File: config.mk
export PLATFORM = sky130hd
export DESIGN_NAME = rtcc_top
export DESIGN_NICKNAME = d
export VERILOG_FILES = /design/src/rtcc_pkg.sv /design/src/rtcc_top.sv
export VERILOG_INCLUDE_DIRS = /design/src
export SDC_FILE = /design/constraint.sdc
export NUM_CORES = 1
export LEC_CHECK = 0
export BUFFER_PORTS_ARGS = -buffer_cell sky130_fd_sc_hd__buf_4
export CORE_MARGIN = 5
export CORE_UTILIZATION = 45
export DETAILED_ROUTE_END_ITERATION = 10
export GPL_ROUTABILITY_DRIVEN = 0
export HOLD_SLACK_MARGIN = 0.1
export PLACE_DENSITY = 0.62
export SYNTH_ARGS = -nofsm -noshare
export SYNTH_HDL_FRONTEND = slang
export SYNTH_SLANG_ARGS = --single-unit
File: constraint.sdc
create_clock -name pclk -period 2.74 [get_ports pclk]
set_input_delay 0.274 -clock pclk [delete_from_list [all_inputs] [get_ports pclk]]
set_output_delay 0.274 -clock pclk [all_outputs]
set_load 0.02 [all_outputs]
File: src/rtcc_map.svh
// register offsets, field positions, reset values and timing counts of the rtc block
// assumes a 12-bit apb byte address and byte-addressed 32-bit aligned words
`ifndef RTCC_MAP_SVH
`define RTCC_MAP_SVH
`define RTCC_AW           12
`define RTCC_OFF_IE       12'h040
`define RTCC_OFF_STATUS   12'h044
`define RTCC_OFF_CTRL     12'h048
`define RTCC_OFF_ALM      12'h04c
`define RTCC_OFF_ALH      12'h050
`define RTCC_OFF_SEC      12'h054
`define RTCC_OFF_MIN      12'h058
`define RTCC_OFF_HR       12'h05c
`define RTCC_OFF_DAY      12'h060
`define RTCC_OFF_MON      12'h064
`define RTCC_OFF_YR       12'h068
`define RTCC_OFF_DOW      12'h06c
`define RTCC_OFF_CHR      12'h070
// control register fields
`define RTCC_CB_CLR       7
`define RTCC_CB_SWEN      6
`define RTCC_CB_MODEN     5
// oscillator cycles per counter tick, one per crystal choice
`define RTCC_DIV_32768    10'h100
`define RTCC_DIV_32000    10'h140
`define RTCC_DIV_38400    10'h180
`define RTCC_DIV_64000    10'h280
`define RTCC_DIV_76800    10'h300
// tick rates and timebase periods
`define RTCC_HZ_128       128
`define RTCC_HZ_100       100
`define RTCC_TB2_MS       250
`define RTCC_CHR_STEP_MS  10
`define RTCC_TICKS(hz)    (((hz) * `RTCC_CHR_STEP_MS * 100) / 1000)
`define RTCC_QTICKS(hz)   (((hz) * `RTCC_TB2_MS) / 1000)
// counter limits
`define RTCC_SEC_MAX      8'h3b
`define RTCC_HR_MAX       8'h17
`define RTCC_MON_MAX      8'h0c
`define RTCC_DOW_MAX      8'h06
`define RTCC_DAY_MIN      8'h01
`define RTCC_YR_MIN       8'h9d
`define RTCC_YR_MAX       8'h63
`define RTCC_CHR_MAX      8'h63
`define RTCC_FEB          8'h02
// reset values of the time counters
`define RTCC_RST_TIME     8'h00
`define RTCC_RST_DATE     8'h01
`endif

File: src/rtcc_pkg.sv
// types shared by the rtc block
// assumes rtcc_map.svh supplies every number
package rtcc_pkg;
  typedef struct packed {
    logic alarm;
    logic stopwatch;
    logic day;
    logic hour;
    logic minute;
    logic second;
    logic half_second;
    logic quarter_second;
  } rtcc_flags_t;

  typedef struct packed {
    logic       stopwatch_enable;
    logic       module_enable;
    logic       select_locked;
    logic [2:0] crystal_select;
  } rtcc_ctrl_t;

  typedef enum logic {RTCC_TICK_128HZ, RTCC_TICK_100HZ} rtcc_tick_t;
endpackage

File: src/rtcc_top.sv
// real-time clock, calendar, alarm and stopwatch behind an apb slave
// assumes oscillator_reference_clock is synchronous to pclk and far slower than it
//
// Design decision made here: the APB interface to the registers.
`timescale 1ns/1ps
`include "rtcc_map.svh"

// Operation
// - crystal_select picks prescaler and tick rate
// - crystal_select clears on reset, first write only
// - each flag with its enable requests interrupt
// - alarm flag sets on hour and minute match
// - alarm clears: status read, then alarm hour read
// - stopwatch flag per tick, cleared via stopwatch read
// - counter flags per increment, cleared via own read
// - half and quarter second flags, stopwatch read clears
// - alarm registers take any value, invalid never matches
// - counter reads harmless, valid writes load counter
// - seconds wrap after 59, bad writes ignored
// - minutes wrap after 59, bad writes ignored
// - hours wrap after 23, bad writes ignored
// - day wraps to one after month end
// - month wraps to one after 12
// - year is signed offset, -99 to +99 only
// - weekday wraps after 6, bad writes ignored
// - stopwatch count read-only, cleared by reset or clear
// - stopwatch step is 10 ms, wraps after 99
// - stopwatch holds unless enabled
// - 128 Hz ticks converted to hundredths
// - module enable gates all counting, keeps contents
module rtcc_top
  import rtcc_pkg::*;
(
  input  wire logic                pclk,                       // system clock, 50 MHz
  input  wire logic                presetn,                    // async reset, active low
  input  wire logic                psel,                       // apb select
  input  wire logic                penable,                    // apb access phase
  input  wire logic                pwrite,                     // apb direction
  input  wire logic [`RTCC_AW-1:0] paddr,                      // apb byte address
  input  wire logic [31:0]         pwdata,                     // apb write data
  output logic                     pready,                     // apb ready
  output logic [31:0]              prdata,                     // apb read data
  output logic                     pslverr,                    // apb error, unmapped address
  input  wire logic                oscillator_reference_clock, // crystal clock, sampled
  output logic                     irq                         // combined interrupt request
);

  rtcc_flags_t       flags;
  rtcc_flags_t       irq_enable;
  rtcc_flags_t       arm;
  rtcc_flags_t       set_ev;
  rtcc_ctrl_t        ctrl;
  rtcc_tick_t        tick_kind;
  logic [7:0]        alarm_minute, alarm_hour;
  logic [7:0]        seconds_count, minutes_count, hours_count;
  logic [7:0]        day_of_month_count, month_count, year_offset_count, weekday_count;
  logic [7:0]        stopwatch_count;
  logic [7:0]        sub_tick, chr_raw, qcnt;
  logic [9:0]        pre_cnt, div;
  logic [7:0]        nticks, qticks, dmax;
  logic              osc_d, tick, sec_tick, min_inc, hr_inc, day_inc, mon_inc, yr_inc;
  logic              tb2_tick, tb1_tick, half_phase, chr_tick, match, match_d, alarm_set;
  logic              wr_done, rd_done, clr_req;
  logic [`RTCC_AW-1:0] acc_addr;
  logic [7:0]        wdat;

  ////////////////////////////////////////////////////////////////////////////
  // helpers

  function automatic logic in_range(input logic [7:0] v, input logic [7:0] lo, input logic [7:0] hi);
    return (v >= lo) && (v <= hi);
  endfunction

  // year offset is two's complement; 2000 is a leap year and the range stays inside 1901..2099
  function automatic logic [7:0] days_in(input logic [7:0] mon, input logic [7:0] yr);
    case (mon)
      8'h04, 8'h06, 8'h09, 8'h0b: days_in = 8'h1e;
      `RTCC_FEB:                  days_in = (yr[1:0] == 2'h0) ? 8'h1d : 8'h1c;
      default:                    days_in = 8'h1f;
    endcase
  endfunction

  function automatic logic [`RTCC_AW-1:0] clr_off(input int i);
    case (i)
      7:       clr_off = `RTCC_OFF_ALH;
      5:       clr_off = `RTCC_OFF_DAY;
      4:       clr_off = `RTCC_OFF_HR;
      3:       clr_off = `RTCC_OFF_MIN;
      2:       clr_off = `RTCC_OFF_SEC;
      default: clr_off = `RTCC_OFF_CHR;
    endcase
  endfunction

  function automatic logic mapped(input logic [`RTCC_AW-1:0] a);
    return (a[1:0] == 2'h0) && (a >= `RTCC_OFF_IE) && (a <= `RTCC_OFF_CHR);
  endfunction

  ////////////////////////////////////////////////////////////////////////////
  // apb slave: one wait-free access phase, pready raised by the setup cycle

  assign acc_addr = paddr;
  assign wdat     = pwdata[7:0];
  assign wr_done  = psel && penable && pready && pwrite;
  assign rd_done  = psel && penable && pready && !pwrite;

  always_ff @(posedge pclk or negedge presetn) begin
    if (!presetn) begin
      pready  <= 1'b0;
      pslverr <= 1'b0;
    end else begin
      pready  <= psel && !penable;
      pslverr <= psel && !penable && !mapped(acc_addr);
    end
  end

  // read data is captured in the setup cycle so it stands still through the access phase
  always_ff @(posedge pclk or negedge presetn) begin
    if (!presetn) begin
      prdata <= 32'h0000_0000;
    end else if (psel && !penable) begin
      prdata <= 32'h0000_0000;
      case (acc_addr)
        `RTCC_OFF_IE:     prdata[7:0] <= irq_enable;
        `RTCC_OFF_STATUS: prdata[7:0] <= flags;
        `RTCC_OFF_CTRL:   prdata[7:0] <= {1'b0, ctrl.stopwatch_enable, ctrl.module_enable, 2'h0,
                                          ctrl.crystal_select};
        `RTCC_OFF_ALM:    prdata[7:0] <= alarm_minute;
        `RTCC_OFF_ALH:    prdata[7:0] <= alarm_hour;
        `RTCC_OFF_SEC:    prdata[7:0] <= seconds_count;
        `RTCC_OFF_MIN:    prdata[7:0] <= minutes_count;
        `RTCC_OFF_HR:     prdata[7:0] <= hours_count;
        `RTCC_OFF_DAY:    prdata[7:0] <= day_of_month_count;
        `RTCC_OFF_MON:    prdata[7:0] <= month_count;
        `RTCC_OFF_YR:     prdata[7:0] <= year_offset_count;
        `RTCC_OFF_DOW:    prdata[7:0] <= weekday_count;
        `RTCC_OFF_CHR:    prdata[7:0] <= stopwatch_count;
        default:          prdata[7:0] <= 8'h00;
      endcase
    end
  end

  ////////////////////////////////////////////////////////////////////////////
  // control and alarm registers

  assign clr_req = wr_done && (acc_addr == `RTCC_OFF_CTRL) && wdat[`RTCC_CB_CLR];

  always_ff @(posedge pclk or negedge presetn) begin
    if (!presetn) begin
      ctrl       <= '0;
      irq_enable <= '0;
    end else if (wr_done) begin
      if (acc_addr == `RTCC_OFF_IE)
        irq_enable <= wdat;
      if (acc_addr == `RTCC_OFF_CTRL) begin
        ctrl.stopwatch_enable <= wdat[`RTCC_CB_SWEN];
        ctrl.module_enable    <= wdat[`RTCC_CB_MODEN];
        ctrl.select_locked    <= 1'b1;
        if (!ctrl.select_locked)
          ctrl.crystal_select <= wdat[2:0];
      end
    end
  end

  // alarm registers store anything; out-of-range values just never match
  always_ff @(posedge pclk or negedge presetn) begin
    if (!presetn) begin
      alarm_minute <= `RTCC_RST_TIME;
      alarm_hour   <= `RTCC_RST_TIME;
    end else if (wr_done) begin
      if (acc_addr == `RTCC_OFF_ALM)
        alarm_minute <= wdat;
      if (acc_addr == `RTCC_OFF_ALH)
        alarm_hour <= wdat;
    end
  end

  ////////////////////////////////////////////////////////////////////////////
  // prescaler: code 001 is reserved and runs as the 32.768 kHz setting

  always_comb begin
    case (ctrl.crystal_select)
      3'b010:         div = `RTCC_DIV_32000;
      3'b011:         div = `RTCC_DIV_38400;
      3'b100, 3'b110: div = `RTCC_DIV_64000;
      3'b101, 3'b111: div = `RTCC_DIV_76800;
      default:        div = `RTCC_DIV_32768;
    endcase
    tick_kind = (ctrl.crystal_select[2:1] == 2'b00) ? RTCC_TICK_128HZ : RTCC_TICK_100HZ;
    nticks    = (tick_kind == RTCC_TICK_128HZ) ? 8'(`RTCC_TICKS(`RTCC_HZ_128))
                                               : 8'(`RTCC_TICKS(`RTCC_HZ_100));
    qticks    = (tick_kind == RTCC_TICK_128HZ) ? 8'(`RTCC_QTICKS(`RTCC_HZ_128))
                                               : 8'(`RTCC_QTICKS(`RTCC_HZ_100));
  end

  assign tick = ctrl.module_enable && oscillator_reference_clock && !osc_d
                && (pre_cnt == div - 10'h001);

  always_ff @(posedge pclk or negedge presetn) begin
    if (!presetn) begin
      osc_d   <= 1'b0;
      pre_cnt <= 10'h000;
    end else begin
      osc_d <= oscillator_reference_clock;
      if (ctrl.module_enable && oscillator_reference_clock && !osc_d)
        pre_cnt <= tick ? 10'h000 : pre_cnt + 10'h001;
    end
  end

  ////////////////////////////////////////////////////////////////////////////
  // second and timebase divider; four quarters always make one second

  assign sec_tick = tick && (sub_tick == nticks - 8'h01);
  assign tb2_tick = tick && (qcnt == qticks - 8'h01);
  assign tb1_tick = tb2_tick && half_phase;

  always_ff @(posedge pclk or negedge presetn) begin
    if (!presetn) begin
      sub_tick   <= 8'h00;
      qcnt       <= 8'h00;
      half_phase <= 1'b0;
    end else if (tick) begin
      sub_tick <= sec_tick ? 8'h00 : sub_tick + 8'h01;
      qcnt     <= tb2_tick ? 8'h00 : qcnt + 8'h01;
      if (tb2_tick)
        half_phase <= !half_phase;
    end
  end

  ////////////////////////////////////////////////////////////////////////////
  // stopwatch: raw count in tick units, stored as hundredths

  assign chr_tick = tick && ctrl.stopwatch_enable;

  always_ff @(posedge pclk or negedge presetn) begin
    if (!presetn) begin
      chr_raw <= 8'h00;
    end else if (clr_req) begin
      chr_raw <= 8'h00;
    end else if (chr_tick) begin
      chr_raw <= (chr_raw >= nticks - 8'h01) ? 8'h00 : chr_raw + 8'h01;
    end
  end

  // 128 Hz raw count times 100/128 lands on 0..99, so the wrap after 99 holds for both rates
  always_ff @(posedge pclk or negedge presetn) begin
    if (!presetn) begin
      stopwatch_count <= 8'h00;
    end else if (tick_kind == RTCC_TICK_128HZ) begin
      stopwatch_count <= 8'(({4'h0, chr_raw} * 12'd25) >> 5);
    end else begin
      stopwatch_count <= chr_raw;
    end
  end

  ////////////////////////////////////////////////////////////////////////////
  // time counters: a valid write wins over a tick in the same cycle

  assign dmax    = days_in(month_count, year_offset_count);
  assign min_inc = sec_tick && (seconds_count == `RTCC_SEC_MAX);
  assign hr_inc  = min_inc && (minutes_count == `RTCC_SEC_MAX);
  assign day_inc = hr_inc && (hours_count == `RTCC_HR_MAX);
  assign mon_inc = day_inc && (day_of_month_count >= dmax);
  assign yr_inc  = mon_inc && (month_count == `RTCC_MON_MAX);

  always_ff @(posedge pclk or negedge presetn) begin
    if (!presetn) begin
      seconds_count <= `RTCC_RST_TIME;
      minutes_count <= `RTCC_RST_TIME;
      hours_count   <= `RTCC_RST_TIME;
    end else begin
      if (wr_done && acc_addr == `RTCC_OFF_SEC && in_range(wdat, 8'h00, `RTCC_SEC_MAX))
        seconds_count <= wdat;
      else if (sec_tick)
        seconds_count <= min_inc ? 8'h00 : seconds_count + 8'h01;
      if (wr_done && acc_addr == `RTCC_OFF_MIN && in_range(wdat, 8'h00, `RTCC_SEC_MAX))
        minutes_count <= wdat;
      else if (min_inc)
        minutes_count <= hr_inc ? 8'h00 : minutes_count + 8'h01;
      if (wr_done && acc_addr == `RTCC_OFF_HR && in_range(wdat, 8'h00, `RTCC_HR_MAX))
        hours_count <= wdat;
      else if (hr_inc)
        hours_count <= day_inc ? 8'h00 : hours_count + 8'h01;
    end
  end

  always_ff @(posedge pclk or negedge presetn) begin
    if (!presetn) begin
      day_of_month_count <= `RTCC_RST_DATE;
      month_count        <= `RTCC_RST_DATE;
      year_offset_count  <= `RTCC_RST_TIME;
      weekday_count      <= `RTCC_RST_TIME;
    end else begin
      if (wr_done && acc_addr == `RTCC_OFF_DAY && in_range(wdat, `RTCC_DAY_MIN, dmax))
        day_of_month_count <= wdat;
      else if (day_inc)
        day_of_month_count <= mon_inc ? `RTCC_DAY_MIN : day_of_month_count + 8'h01;
      if (wr_done && acc_addr == `RTCC_OFF_MON && in_range(wdat, 8'h01, `RTCC_MON_MAX))
        month_count <= wdat;
      else if (mon_inc)
        month_count <= yr_inc ? 8'h01 : month_count + 8'h01;
      // past +99 the year runs round to -99 rather than leaving the valid range
      if (wr_done && acc_addr == `RTCC_OFF_YR && $signed(wdat) >= $signed(`RTCC_YR_MIN)
          && $signed(wdat) <= $signed(`RTCC_YR_MAX))
        year_offset_count <= wdat;
      else if (yr_inc)
        year_offset_count <= (year_offset_count == `RTCC_YR_MAX) ? `RTCC_YR_MIN
                                                                 : year_offset_count + 8'h01;
      if (wr_done && acc_addr == `RTCC_OFF_DOW && in_range(wdat, 8'h00, `RTCC_DOW_MAX))
        weekday_count <= wdat;
      else if (day_inc)
        weekday_count <= (weekday_count == `RTCC_DOW_MAX) ? 8'h00 : weekday_count + 8'h01;
    end
  end

  ////////////////////////////////////////////////////////////////////////////
  // alarm match: flagged on entry into the match, so a clear is not undone at once

  assign match = in_range(alarm_minute, 8'h00, `RTCC_SEC_MAX) && in_range(alarm_hour, 8'h00, `RTCC_HR_MAX)
                 && (alarm_minute == minutes_count) && (alarm_hour == hours_count);
  assign alarm_set = match && !match_d;

  always_ff @(posedge pclk or negedge presetn) begin
    if (!presetn)
      match_d <= 1'b0;
    else
      match_d <= match;
  end

  ////////////////////////////////////////////////////////////////////////////
  // status flags: a status read arms the flags it showed, the matching register read clears them

  assign set_ev = '{alarm: alarm_set, stopwatch: chr_tick, day: day_inc, hour: hr_inc,
                    minute: min_inc, second: sec_tick, half_second: tb1_tick, quarter_second: tb2_tick};

  generate
    for (genvar i = 0; i < 8; i++) begin : g_flag
      always_ff @(posedge pclk or negedge presetn) begin
        if (!presetn) begin
          flags[i] <= 1'b0;
          arm[i]   <= 1'b0;
        end else begin
          if (rd_done && acc_addr == `RTCC_OFF_STATUS)
            arm[i] <= prdata[i];
          else if (rd_done && acc_addr == clr_off(i))
            arm[i] <= 1'b0;
          // set wins over clear
          if (set_ev[i])
            flags[i] <= 1'b1;
          else if (rd_done && acc_addr == clr_off(i) && arm[i])
            flags[i] <= 1'b0;
        end
      end
    end
  endgenerate

  always_ff @(posedge pclk or negedge presetn) begin
    if (!presetn)
      irq <= 1'b0;
    else
      irq <= |(flags & irq_enable);
  end
endmodule

* Word level (Yosys, flattened, before mapping) *
Index checks and enable logic that the tools add are counted.

word-level totals
  flip-flop bits (word level) = 158
  output and inout bits = 35

cells by class
  $mul = 1
  eq/ne operators = 35
  bitwise gates (word level) = 2
  add/sub/neg operators = 14
  reductions and logical operators = 104
  order comparisons = 17
  multiplexer cells = 64

operators by type and width
  kind                   count
  $mux 8                 28
  $eq 12x7->1 const B    13
  $pmux 8 s13            1
  $add 8x1->8 const B    10
  $logic_and 1x1->1      63
  $reduce_bool 2->1      22
  $pmux 10 s4            1
  $eq 8x8->1             4
  $ge 8x1->1 const B     4
  $mux 1                 31
  $eq 8x3->1 const B     3
  $eq 8x4->1 const B     3
  $eq 8x6->1 const B     2
  $ge 8x8->1             2
  $le 8x5->1 const B     2
  $le 8x6->1 const B     2
  $eq 3x3->1 const B     4
  $ge 12x7->1 const B    1
  $le 12x7->1 const B    1
  $mul 8x5->12 const B   1
  $add 10x1->10 const B  1
  $eq 10x10->1           1
  $mux 10                1
  $reduce_and 2->1       5
  22 further kinds       31

* Longest topological paths before layout *
  word-level depth = 15
  depth in mapped cells = 13
  depth with buffers taken out = 12

* Worst setup path after synthesis *
Ideal clock, no wire load.

  kind = flip-flop to flip-flop
  from = register month_count[0]
  to = register month_count[4]
  clock period less this slack = 2998 ps
  stages on the path, launching flop included = 14
  arrival = 2920 ps
  required time = 2663 ps
  setup slack = -258 ps
  cells stage by stage = dfstp_2 > inv_1 > ha_1 > a21oi_1 > a21oi_1 > o211ai_1 > ha_1 > nor2b_1 > nor3_1 > o211ai_1 > or3_1 > buf_2 > or4b_1 > a21oi_1

on the way
  cells in the longest elaborated chain, start to end = 9

ends and longest elaborated chain
  element                                   RTL line         source
  from (decl)                               rtcc_top.sv:56   logic [7:0] day_of_month_count, month_count, year_offset_count, weekday_count;
  from (signal assigned)                    rtcc_top.sv:289  month_count <= `RTCC_RST_DATE;
  from (signal assigned)                    rtcc_top.sv:298  month_count <= wdat;
  from (signal assigned)                    rtcc_top.sv:300  month_count <= yr_inc ? 8'h01 : month_count + 8'h01;
  $eq 8x3->1 or $eq 8x4->1 (tied branches)  rtcc_top.sv:76   case (mon)
  $reduce_or 4->1                           rtcc_top.sv:76
  $pmux 2 s2                                rtcc_top.sv:76
  $ge 8x8->1                                rtcc_top.sv:262  assign mon_inc = day_inc && (day_of_month_count >= dmax);
  $logic_and 1x1->1                         rtcc_top.sv:262
  $logic_and 1x1->1                         rtcc_top.sv:263  assign yr_inc = mon_inc && (month_count == `RTCC_MON_MAX);
  $mux 8                                    rtcc_top.sv:300
  $mux 8                                    rtcc_top.sv:299  else if (mon_inc)
  $mux 8                                    rtcc_top.sv:297  if (wr_done && acc_addr == `RTCC_OFF_MON && in_range(wdat, 8'h01, `RTCC_MON_MAX))

Parallel ways exist; a longest one is shown, timed or not. The select of a mux whose other input is x is not followed.
A chain may end at the register's enable or synchronous reset.

* Final worst setup path *
Ends and elaborated chain as after synthesis.

==> reports/metrics.yaml <==
top_register: "pre_cnt"
violations: "setup timing"
place_area_um2: 11590
r2r_end: "month_count[4]"
dieHeight_um: 161.4
period_share_pct: 101.4
grt_pass1_vias: 9318
tns_ns: -0.03723
setup_ws_ns: -0.03723
hold_start: "pwdata[6]"
p_total_uw: 5133
yosysWarnings: 0
grt-ovfl-total: 0
synthesis.area_um2: 10320
finalHoldViolCount: 0
ys_seq_area_share_pct: 38.35
grt_pass1_wl_um: 52430
reg2reg_setup_slack_ns: -0.04
cts_buffers: 17
grt_max_degree: 60
leakagePower_uw: 0.005764
reg2reg_depth: 12
startpoint_type: "flop"
worst_pin_slew_ns: 0.7302
h-tree-depth: 4
relSlewSlack_pct: 51.22
antenna_found_initial: 0
layout.nets: 1337
layout_commonest_cell: "buf_4"
clk_latency_ns: 0.44
wl_um: 33290
via_count: 9454
detailed_place_hpwl_um: 24410
use_met2_pct: 41.02
routed_via_density: 6.159
critPathArrivalTime_ns: 3.14
syn_to_final_growth_pct: 21.04
drive_gt1_share_pct: 22.96
cts_root_buffer: "clkbuf_16"
met1_usage_pct: 33.84
drt_iter0_markers: 1093
power_density_nw_per_um2: 411.0
clock.fmax_mhz: 360.1
fillers: 2045
slowest_delay_ns: 0.57
yosysUniqueCellTypes: 81
path_clk_slew_ns: 0.07
clock-skew-final_ns: 0.008992
crit_chain: "inv_2, ha_2, a21oi_2, a21oi_1, o211ai_1, ha_1, nor2b_1, nor3_2, o211ai_1, or3_1, or4b_1, a21oi_1"
grt_busiest_layer: "met2"
ant_nets: 0
hp-class: "in -> reg"
portBuffers: 36
required_ns: 3.10
whs_endpoint: "year_offset_count[6]"
peakVddDrop_uv: 333.4
cts_tree: "done"
design_area_um2: 12490
whs_path_depth: 3
async_flop_share_pct: 100.0
setup.worst_path.class: "reg -> reg"
cts.sinks: 158
setup_violations: 1
die_w_um: 161.4
drcViolationCount: 0
core-area_um2: 22640
grt_use_total_pct: 25.55
placementRows: 55
rsz0062_at_grt: "yes"
cts_buffer_depth: 2
final_cell_mix: "162 x buf_4, 156 x dfrtp_1, 92 x nand2_1"
dp_slack_ns: -0.07854
antenna_cells_inserted: 0
report.final.slew_viol_count: 0
synth_edf_count: 0
largest_reg_flops: 10
synth_ff_type: "dfrtp_1"
firstDrtPassIters: 6
post-route-min-period_ns: 2.777
syn_inst: 1103
use_met3_pct: 6.022
r2r_start: "month_count[0]"
crit_family: "simple AND/OR/NAND/NOR gates"
outcome: "finished, violations left"
slowest_stage: "dfstp_2"
path_buf_inv: 1
initial_core_util_pct: 45.57
synth_seq_cells: 158
io_pins: 85
post_drt_wl_per_cell_um: 21.69
end_kind: "flop"
synth.avg_cell_area_um2: 9.353
holdWs_ns: 0.1768
die_area_um2: 26050
cp_max_fo: 4
maxCapViolCount: 0
-- report_power, final --
| group | leakage, uW | switching [uW] | total (uW) | internal (uW) |
|---|---|---|---|---|
| Combinational | 0.00333 | 213 | 292 | 78.5 |
| Clock | 0.000298 | 1180 | 2500 | 1320 |
| Sequential | 0.00214 | 5.50 | 2340 | 2340 |
| Total | 0.00576 | 1400 | 5130 | 3740 |
-- per-layer routing --
layer | up-vias | wire (um)
met5 | - | 0
met4 | 0 | 1090
met3 | 67 | 3018
met2 | 454 | 15370
met1 | 4588 | 13820
li1 | 4345 | -
-- kinds of logic (layout without fill, tap and decap cells) --
group,after synthesis,count (layout),synth area share [%]
compound gates,259,259,17.31
xor+xnor,41,41,3.481
fa+ha+maj,50,50,6.283
buf+inv,116,240,5.215
flops,158,158,38.35
mux,77,77,8.405
other cells,1,24,0.03635
simple gates,401,401,20.92
-- per-stage QoR --
step | utilization (%) | instances
global route | 55.15 | 1535
floorplan | - | 1126
finish | 55.15 | 1535
detailed placement | 51.20 | 1484
CTS | 54.43 | 1527
global placement | 51.20 | 1484
-- how the worst max path moves through the flow --
stage / startpoint / cells past startpoint / endpoint
after floorplan: month_count[0] / 12 / month_count[4]
after global placement: month_count[0] / 13 / month_count[5]
after detailed placement: month_count[0] / 13 / month_count[5]
after CTS: month_count[0] / 12 / month_count[4]
after global routing: month_count[0] / 12 / month_count[4]
final: month_count[0] / 12 / month_count[4]
-- cell usage after synthesis, drive strengths merged, types with 10 or more instances --
master | number | share of area (%)
xnor2 | 22 | 1.9
nor4 | 22 | 1.7
inv | 36 | 1.3
nand2 | 92 | 3.3
and3 | 22 | 1.3
nand3 | 41 | 2.0
o31ai | 14 | 1.0
nand2b | 10 | 0.61
nor2b | 11 | 0.67
buf | 34 | 2.2
o41ai | 11 | 1.0
ha | 47 | 5.7
or3 | 12 | 0.73
nor3 | 35 | 1.8
dfrtp | 156 | 38
a31oi | 16 | 0.97
and4 | 11 | 0.93
o211ai | 10 | 0.73
xor2 | 19 | 1.6
mux2 | 47 | 5.1
clkbuf | 46 | 1.7
a21oi | 43 | 2.1
a22oi | 17 | 1.3
nor2 | 73 | 2.7
o21ai | 58 | 2.8
mux2i | 27 | 2.6
a22o | 24 | 2.0
nand4 | 25 | 1.5
-- repair_timing --
action / CTS / global route
pin swaps: 8 / 15
setup endpoints to repair: 18 / 25
setup buffers: 9 / 9
hold buffers: 2 / 0
hold endpoints to repair: 55 / 0
gates resized for setup: 7 / 31
-- worst min-delay path, stage by stage --
cell and delay (ns):
buf_4 0.17, nand2_1 0.06, o21ai_0 0.06
-- layout make-up --
class / count / area [um^2] / share of cell area [%]
flip-flops and latches: 158 / 3956 / 31.68
clock buffers: 17 / 425.4 / 3.407
inverters: 36 / 135.1 / 1.082
multi-input cells: 852 / 6063 / 48.56
clock inverters: 15 / 188.9 / 1.513
well taps: 285 / 356.6 / 2.856
repair buffers: 172 / 1361 / 10.90
Power figures use the tool's default switching activity.
